File: src/srw_pkg.sv
// Shared constants and types for the supervisor reset and watchdog core.
package srw_pkg;

  // ---------------------------------------------------------------------------
  // Clock and time base
  // ---------------------------------------------------------------------------
  localparam real CLK_MHZ = 100.0;

  // Reset timeout; the figure is a neutral default, the part is factory trimmed.
  localparam real         RST_TIMEOUT_US = 200.0;
  localparam int unsigned RST_CYC_DEF    = $rtoi($ceil(RST_TIMEOUT_US * CLK_MHZ));

  // Manual reset: least qualifying low width, then nominal assertion delay.
  localparam real         MR_PULSE_US  = 25.0;
  localparam real         MR_DELAY_US  = 12.0;
  localparam int unsigned MR_QUAL_CYC  = $rtoi($ceil(MR_PULSE_US * CLK_MHZ));
  localparam int unsigned MR_DELAY_CYC = $rtoi($floor(MR_DELAY_US * CLK_MHZ));
  localparam int          MR_CNT_W     = 12;
  localparam logic [MR_CNT_W-1:0] MR_TOTAL_CYC = MR_CNT_W'(MR_QUAL_CYC + MR_DELAY_CYC);

  // Watchdog timeout options, selected at build time.
  localparam real         WD_T_6P2_MS  = 6.2;
  localparam real         WD_T_102_MS  = 102.0;
  localparam real         WD_T_1600_MS = 1600.0;
  localparam int unsigned WD_CYC_6P2   = $rtoi($floor(WD_T_6P2_MS * 1000.0 * CLK_MHZ));
  localparam int unsigned WD_CYC_102   = $rtoi($floor(WD_T_102_MS * 1000.0 * CLK_MHZ));
  localparam int unsigned WD_CYC_1600  = $rtoi($floor(WD_T_1600_MS * 1000.0 * CLK_MHZ));

  localparam int CNT_W = 32;
  localparam logic [CNT_W-1:0] CNT_ZERO = 32'h0000_0000;
  localparam logic [CNT_W-1:0] CNT_ONE  = 32'h0000_0001;

  // ---------------------------------------------------------------------------
  // Sensed inputs, carried together through the synchroniser
  // ---------------------------------------------------------------------------
  typedef struct packed {
    logic supply_low;
    logic low_line;
    logic pf_below;
    logic manual_reset_n;
    logic watchdog_kick;
  } srw_sense_t;

  localparam int SENSE_W = $bits(srw_sense_t);
  // Manual reset idles high, as if pulled up; everything else idles low.
  localparam logic [SENSE_W-1:0] SENSE_RST = 5'h02;

  // ---------------------------------------------------------------------------
  // Reset sequencer states
  // ---------------------------------------------------------------------------
  typedef enum logic [1:0] {
    SEQ_HOLD = 2'b00,
    SEQ_RUN  = 2'b01
  } srw_seq_t;

endpackage

File: src/srw_sync.sv
// Two-stage synchroniser bank for the asynchronous sensing inputs.
module srw_sync #(
  parameter int             W       = 1,
  parameter logic [W-1:0]   RST_VAL = '0
) (
  // Clock, reset and enable
  input  wire logic         clk,
  input  wire logic         rst,
  input  wire logic         ce,
  // Data
  input  wire logic [W-1:0] d_in,
  output logic      [W-1:0] q_out
);

  logic [W-1:0] meta_ff;
  logic [W-1:0] sync_ff;

  // ---------------------------------------------------------------------------
  // One pair of flip-flops per bit
  // ---------------------------------------------------------------------------
  for (genvar i = 0; i < W; i++) begin : g_bit
    always_ff @(posedge clk or posedge rst) begin
      if (rst) begin
        meta_ff[i] <= RST_VAL[i];
        sync_ff[i] <= RST_VAL[i];
      end else if (ce) begin
        meta_ff[i] <= d_in[i];
        sync_ff[i] <= meta_ff[i];
      end
    end
  end

  assign q_out = sync_ff;

endmodule

File: src/srw_top.sv
// Supervisor core: reset sequencer, manual reset, watchdog and warning outputs.
module srw_top #(
  parameter logic [31:0] RST_TIMEOUT_CYC = srw_pkg::RST_CYC_DEF,
  parameter logic [31:0] WD_TIMEOUT_CYC  = srw_pkg::WD_CYC_6P2,
  parameter bit          RST_ACTIVE_HIGH = 1'b0
) (
  // Oscillator clock, power-on reset and enable
  input  wire logic clk,
  input  wire logic rst,
  input  wire logic ce,
  // Comparator indications
  input  wire logic supply_low_in,
  input  wire logic low_line_in,
  input  wire logic power_fail_sense_in,
  // Processor-side pins
  input  wire logic manual_reset_n,
  input  wire logic watchdog_kick_in,
  // Outputs to the processor
  output logic      reset_out,
  output logic      power_fail_warn_n,
  output logic      low_line_warn_n
);

  // ---------------------------------------------------------------------------
  // Input synchronisation
  // ---------------------------------------------------------------------------
  srw_pkg::srw_sense_t sense_raw;
  srw_pkg::srw_sense_t sense_s;
  logic [srw_pkg::SENSE_W-1:0] sense_q;

  always_comb begin
    sense_raw.supply_low     = supply_low_in;
    sense_raw.low_line       = low_line_in;
    sense_raw.pf_below       = power_fail_sense_in;
    sense_raw.manual_reset_n = manual_reset_n;
    sense_raw.watchdog_kick  = watchdog_kick_in;
  end

  srw_sync #(
    .W       (srw_pkg::SENSE_W),
    .RST_VAL (srw_pkg::SENSE_RST)
  ) u_sync (
    .clk   (clk),
    .rst   (rst),
    .ce    (ce),
    .d_in  (sense_raw),
    .q_out (sense_q)
  );

  assign sense_s = srw_pkg::srw_sense_t'(sense_q);

  // ---------------------------------------------------------------------------
  // Manual reset qualifier
  // ---------------------------------------------------------------------------
  // The count covers the qualifying width and the assertion delay in one go,
  // so a low pulse that ends early never reaches the sequencer at all.
  logic [srw_pkg::MR_CNT_W-1:0] mr_cnt_ff;
  logic [srw_pkg::MR_CNT_W-1:0] nxt_mr_cnt;
  logic                         mr_act_ff;
  logic                         nxt_mr_act;

  always_comb begin
    nxt_mr_cnt = mr_cnt_ff;
    nxt_mr_act = mr_act_ff;
    if (sense_s.manual_reset_n) begin
      nxt_mr_cnt = '0;
      nxt_mr_act = 1'b0;
    end else if (!mr_act_ff) begin
      if (mr_cnt_ff == srw_pkg::MR_TOTAL_CYC - 12'h001) begin
        nxt_mr_act = 1'b1;
      end else begin
        nxt_mr_cnt = mr_cnt_ff + 12'h001;
      end
    end
  end

  always_ff @(posedge clk or posedge rst) begin
    if (rst) begin
      mr_cnt_ff <= '0;
      mr_act_ff <= 1'b0;
    end else if (ce) begin
      mr_cnt_ff <= nxt_mr_cnt;
      mr_act_ff <= nxt_mr_act;
    end
  end

  // ---------------------------------------------------------------------------
  // Watchdog
  // ---------------------------------------------------------------------------
  logic                     kick_prev_ff;
  logic                     kick_edge;
  logic [srw_pkg::CNT_W-1:0] wd_cnt_ff;
  logic [srw_pkg::CNT_W-1:0] nxt_wd_cnt;
  logic                     wd_trip;
  srw_pkg::srw_seq_t        seq_ff;

  assign kick_edge = sense_s.watchdog_kick ^ kick_prev_ff;

  always_comb begin
    nxt_wd_cnt = wd_cnt_ff + srw_pkg::CNT_ONE;
    wd_trip    = 1'b0;
    if (seq_ff == srw_pkg::SEQ_HOLD) begin
      nxt_wd_cnt = srw_pkg::CNT_ZERO;
    end else if (kick_edge) begin
      nxt_wd_cnt = srw_pkg::CNT_ZERO;
    end else if (wd_cnt_ff == WD_TIMEOUT_CYC - srw_pkg::CNT_ONE) begin
      nxt_wd_cnt = srw_pkg::CNT_ZERO;
      wd_trip    = 1'b1;
    end
  end

  always_ff @(posedge clk or posedge rst) begin
    if (rst) begin
      kick_prev_ff <= 1'b0;
      wd_cnt_ff    <= srw_pkg::CNT_ZERO;
    end else if (ce) begin
      kick_prev_ff <= sense_s.watchdog_kick;
      wd_cnt_ff    <= nxt_wd_cnt;
    end
  end

  // ---------------------------------------------------------------------------
  // Reset sequencer
  // ---------------------------------------------------------------------------
  // Any active cause pins the timer at zero; the timeout only runs once every
  // cause has gone, so a dip during the wait starts it over.
  logic                     rst_req;
  logic [srw_pkg::CNT_W-1:0] tmr_ff;
  logic [srw_pkg::CNT_W-1:0] nxt_tmr;
  srw_pkg::srw_seq_t        nxt_seq;

  assign rst_req = sense_s.supply_low | mr_act_ff | wd_trip;

  always_comb begin
    nxt_seq = seq_ff;
    nxt_tmr = tmr_ff;
    case (seq_ff)
      srw_pkg::SEQ_HOLD: begin
        if (rst_req) begin
          nxt_tmr = srw_pkg::CNT_ZERO;
        end else if (tmr_ff == RST_TIMEOUT_CYC - srw_pkg::CNT_ONE) begin
          nxt_tmr = srw_pkg::CNT_ZERO;
          nxt_seq = srw_pkg::SEQ_RUN;
        end else begin
          nxt_tmr = tmr_ff + srw_pkg::CNT_ONE;
        end
      end
      srw_pkg::SEQ_RUN: begin
        nxt_tmr = srw_pkg::CNT_ZERO;
        if (rst_req) begin
          nxt_seq = srw_pkg::SEQ_HOLD;
        end
      end
      default: begin
        nxt_tmr = srw_pkg::CNT_ZERO;
        nxt_seq = srw_pkg::SEQ_HOLD;
      end
    endcase
  end

  always_ff @(posedge clk or posedge rst) begin
    if (rst) begin
      seq_ff <= srw_pkg::SEQ_HOLD;
      tmr_ff <= srw_pkg::CNT_ZERO;
    end else if (ce) begin
      seq_ff <= nxt_seq;
      tmr_ff <= nxt_tmr;
    end
  end

  // ---------------------------------------------------------------------------
  // Output registers
  // ---------------------------------------------------------------------------
  // The warning comparators feed their pins directly and touch nothing else,
  // which keeps the power-fail comparator free for unrelated supplies.
  logic reset_out_ff;
  logic nxt_reset_out;
  logic pf_warn_n_ff;
  logic nxt_pf_warn_n;
  logic ll_warn_n_ff;
  logic nxt_ll_warn_n;

  always_comb begin
    nxt_reset_out = (nxt_seq == srw_pkg::SEQ_HOLD) ~^ RST_ACTIVE_HIGH;
    nxt_pf_warn_n = ~sense_s.pf_below;
    nxt_ll_warn_n = ~sense_s.low_line;
  end

  always_ff @(posedge clk or posedge rst) begin
    if (rst) begin
      reset_out_ff <= RST_ACTIVE_HIGH;
      pf_warn_n_ff <= 1'b1;
      ll_warn_n_ff <= 1'b1;
    end else if (ce) begin
      reset_out_ff <= nxt_reset_out;
      pf_warn_n_ff <= nxt_pf_warn_n;
      ll_warn_n_ff <= nxt_ll_warn_n;
    end
  end

  assign reset_out         = reset_out_ff;
  assign power_fail_warn_n = pf_warn_n_ff;
  assign low_line_warn_n   = ll_warn_n_ff;
endmodule

File: config.mk
export PLATFORM = sky130hd
export DESIGN_NAME = srw_top
export DESIGN_NICKNAME = d
export VERILOG_FILES = /design/src/srw_pkg.sv /design/src/srw_sync.sv /design/src/srw_top.sv
export SDC_FILE = /design/constraint.sdc
export NUM_CORES = 1
export LEC_CHECK = 0
export ABC_CLOCK_PERIOD_IN_PS = 2950
export BUFFER_PORTS_ARGS = -buffer_cell sky130_fd_sc_hd__buf_2
export CAP_MARGIN = 10
export CORE_ASPECT_RATIO = 0.8
export CORE_UTILIZATION = 40
export DETAILED_ROUTE_END_ITERATION = 8
export GPL_TIMING_DRIVEN = 0
export PLACE_DENSITY = 0.65
export SYNTH_ARGS = -nofsm -noshare
export SYNTH_HDL_FRONTEND = slang
export SYNTH_SLANG_ARGS = --single-unit
File: constraint.sdc
create_clock -name clk -period 2.95 [get_ports clk]
set_clock_uncertainty 0.1 [all_clocks]
set_input_delay 0.1475 -clock clk [delete_from_list [all_inputs] [get_ports clk]]
set_output_delay 0.1475 -clock clk [all_outputs]
set_load 0.03 [all_outputs]
==> flow_metrics.py <==
metrics = {
    "finish": {
        "drive_gt1_share_pct": 9.84,
        "layout.nets": 555,
        "areaGrowthSynthToFinish_pct": 13.3,
        "stdcell_area_sq_um": 5500,
        "antenna_cells": 0,
    },
    "floorplanning": {
        "coreArea_sq_um": 11600,
        "num_rows": 35,
        "fp.dieH_microns": 101,
        "start_util_pct": 41.7,
        "dieArea_sq_um": 12600,
        "io_pins": 11,
        "die-width_microns": 125,
    },
    "pwr": {
        "finalPower_mw": 2.83,
        "cellLeakagePower_nw": 2.22,
        "clkPwrFrac_pct": 43.1,
        "p_int_mw": 2.16,
        "swShare_pct": 23.7,
        "powerDensity_nw_per_um2": 514,
        "ir_worst_vdd_mv": 0.406,
        "pwr-share-comb_pct": 8.4,
        "switching_power_uw": 669,
        "p_seq_share_pct": 48.5,
    },
    "detailed_routing": {
        "ant_nets": 0,
        "initialDrtViolationCount": 308,
        "drc_errors": 0,
        "routed_wl_microns": 11100,
        "vias_per_cell": 5.84,
        "via_count": 4068,
        "drtPass1Iterations": 7,
        "wire_per_inst_microns": 16.0,
    },
    "timing": {
        "finalSetupViolCount": 0,
        "max-slew-margin-rel_pct": 51.6,
        "fin_crit_ns": 2.69,
        "maxClockFrequency_ghz": 0.371,
        "hold_viol": 0,
        "tightest_slew_ns": 0.722,
        "finalCritPeriodShare_pct": 91.3,
        "holdWs_ns": 0.209,
        "fin_tns_setup_ns": 0,
        "drv_slew": 0,
        "grt_setup_unrepaired": "false",
    },
    "logic_synthesis": {
        "synth_edf_count": 0,
        "synthArstFlopShare_pct": 100,
        "synth_ff_type": "dfrtp_1",
        "ys_warn_count": 0,
        "ys_types": 51,
        "yosysSeqAreaShare_pct": 48.1,
        "synth_nets": 527,
        "synth_seq_cells": 93,
        "synthCells": 516,
        "synth_commonest_cells": "dfrtp_1 (89), nand2_1 (43), nor2_1 (32), nand3_1 (31), o21ai_0 (30)",
        "synth_top_area_share_pct": 45.9,
        "synth_largest_area_cell": "dfrtp_1",
        "synthTopCellsByArea": "dfrtp_1 (46%), xnor2_1 (4.2%), nand2_1 (3.3%), nand3_1 (3.2%), o21ai_0 (3.1%)",
        "synth_area_sq_um": 4850,
        "synth_most_common_cell": "dfrtp_1",
        "syn_avg_cell_area_sq_um": 9.41,
    },
    "placed_design": {
        "dpl_cell_area_sq_um": 5120,
        "dpl.hpwl_microns": 7730,
        "io_buffers": 10,
        "gp_congestion": 0.813,
    },
    "global_routing": {
        "grt_first_pass_wirelength_microns": 18600,
        "grt_pass1_vias": 3718,
        "grt_usage_pct": 18.7,
        "antenna_found_initial": 0,
        "grt_overflow_total": 0,
        "grt_max_degree": 54,
    },
    "critical_path": {
        "critPathArrivalTime_ns": 2.81,
        "crit_buf_inv": 2,
        "startpoint_type": "flop",
        "crit_required_ns": 3.07,
        "slowest_stage": "or3_1",
        "critPathMaxFanout": 10,
        "end_kind": "flop",
        "critPathTopFamily": "simple AND/OR/NAND/NOR gates",
        "cp_slowest_stage_delay_ns": 0.48,
        "worst-setup-path-type": "reg -> reg",
        "crit_path_cell_trace": "ha_1 -> and3_1 -> clkbuf_1 -> nand4_1 -> or3_1 -> a21oi_2 -> buf_2 -> nor2_1",
    },
    "clocking": {
        "cts-root-buf": "clkbuf_16",
        "clk_pin_slew_ns": 0.06,
        "numCtsBuffers": 9,
        "clk_latency_ns": 0.34,
        "cts_tree": "done",
        "cts-htree-levels": 3,
        "cts_max_path_buffers": 2,
        "clock_sinks": 93,
    },
    "min_path": {
        "hp-class": "in -> reg",
    },
    "status": {
        "outcome": "finished clean",
    },
    "job": {
        "maxCapViolCount": 0,
    },
}
==> worst min-delay path: cells and delay by family <==
| kind | cells | cell delay [ns] |
|---|---|---|
| AND/OR/NAND/NOR | 1 | 0.12 |
| buffers and inverters | 2 | 0.27 |
| AO/OA/AOI/OAI | 1 | 0.07 |
==> metrics by stage <==
step	setup WS, ns	instances	utilization [%]
3_3_place_gp	-0.830	674	43.7
6_report	0.256	697	47.2
5_1_grt	0.0492	697	47.2
4_1_cts	0.250	697	47.2
3_5_place_dp	0.00166	675	43.9
2_1_floorplan	0.289	516	-
==> final timing paths <==
check | startpoint | endpoint | slack [ns] | cells after the start
worst max-delay path | wd_cnt_ff[0] | wd_cnt_ff[22] | 0.26 | 8
worst min-delay path | ce | wd_cnt_ff[3] | 0.21 | 4
worst max register to register | wd_cnt_ff[0] | wd_cnt_ff[22] | 0.26 | 8
worst min register to register | u_sync.q_out[2] | power_fail_warn_n | 0.31 | 1
max in group asynchronous | rst | u_sync.meta_ff[1] | 1.76 | 4
min in group asynchronous | rst | wd_cnt_ff[13] | 0.30 | 3
==> layer usage <==
layer	part of all wire [%]	track usage (%)	vias up	wire (microns)
met5	0	0	-	0
met3	4.9	3.61	14	545
met2	43	28.1	104	4810
met1	51	27.3	1996	5640
met4	1.1	5.44	0	127
li1	-	-	1954	-
==> layout make-up <==
cell class                 count  area (sq um)
fill                        1068          6150
multi-input combinational    376          2340
sequential                    93          2330
clock buffer                  10           229
tap                          148           185
timing repair buffer          17           138
buffer                        29           114
clock inverter                 6          87.6
inverter                      18          70.1
==> registers in the layout (all words and copies together) (netlist names) <==
| signal | cells |
|---|---|
| power_fail_warn_n | 1 |
| kick_prev_ff | 1 |
| mr_act_ff | 1 |
| wd_cnt_ff | 32 |
| u_sync.meta_ff | 5 |
| seq_ff | 2 |
| low_line_warn_n | 1 |
| mr_cnt_ff | 12 |
| reset_out | 1 |
| tmr_ff | 32 |
| u_sync.q_out | 5 |
==> repair_timing <==
action,4_1_cts,5_1_grt
setup buffers,0,0
resized for setup,1,0
hold buffers,6,0
endpoints found under the setup margin,1,0
hold endpoints to repair,45,0
==> logic make-up after synthesis <==
kind of cell,share of synthesized area [%]
AOI/OAI and AO/OA,13.8
xor gates and xnor gates,5.41
adders and majority gates,0.773
buffers and inverters,3.74
DFF,48.1
muxes,3.17
and+or+nand+nor,25.0
==> cells in the final DEF, fill, tap and decap left out, drive strengths merged, types with 9 or more instances in the layout <==
master / synthesis / final
a21oi: 22 / 22
a31oi: 18 / 18
and3: 15 / 15
and4: 9 / 9
buf: 6 / 17
clkbuf: 23 / 33
dfrtp: 89 / 89
inv: 18 / 18
mux2: 11 / 11
nand2: 43 / 43
nand3: 32 / 32
nand4: 21 / 21
nor2: 32 / 32
nor3: 12 / 12
nor4: 14 / 14
o21ai: 31 / 31
or3: 16 / 16
xnor2: 23 / 23
==> power by group through the flow <==
stage | clock (mW) | combinational, mW | sequential, mW
finish | 1.22 | 0.237 | 1.37
global route | 1.31 | 0.268 | 1.38
CTS | 1.26 | 0.240 | 1.37
detailed placement | 0 | 0.233 | 1.39
global placement | 0 | 0.222 | 1.39
floorplan | 0 | 0.157 | 1.39
No activity file was read; power rests on OpenSTA's default activity.
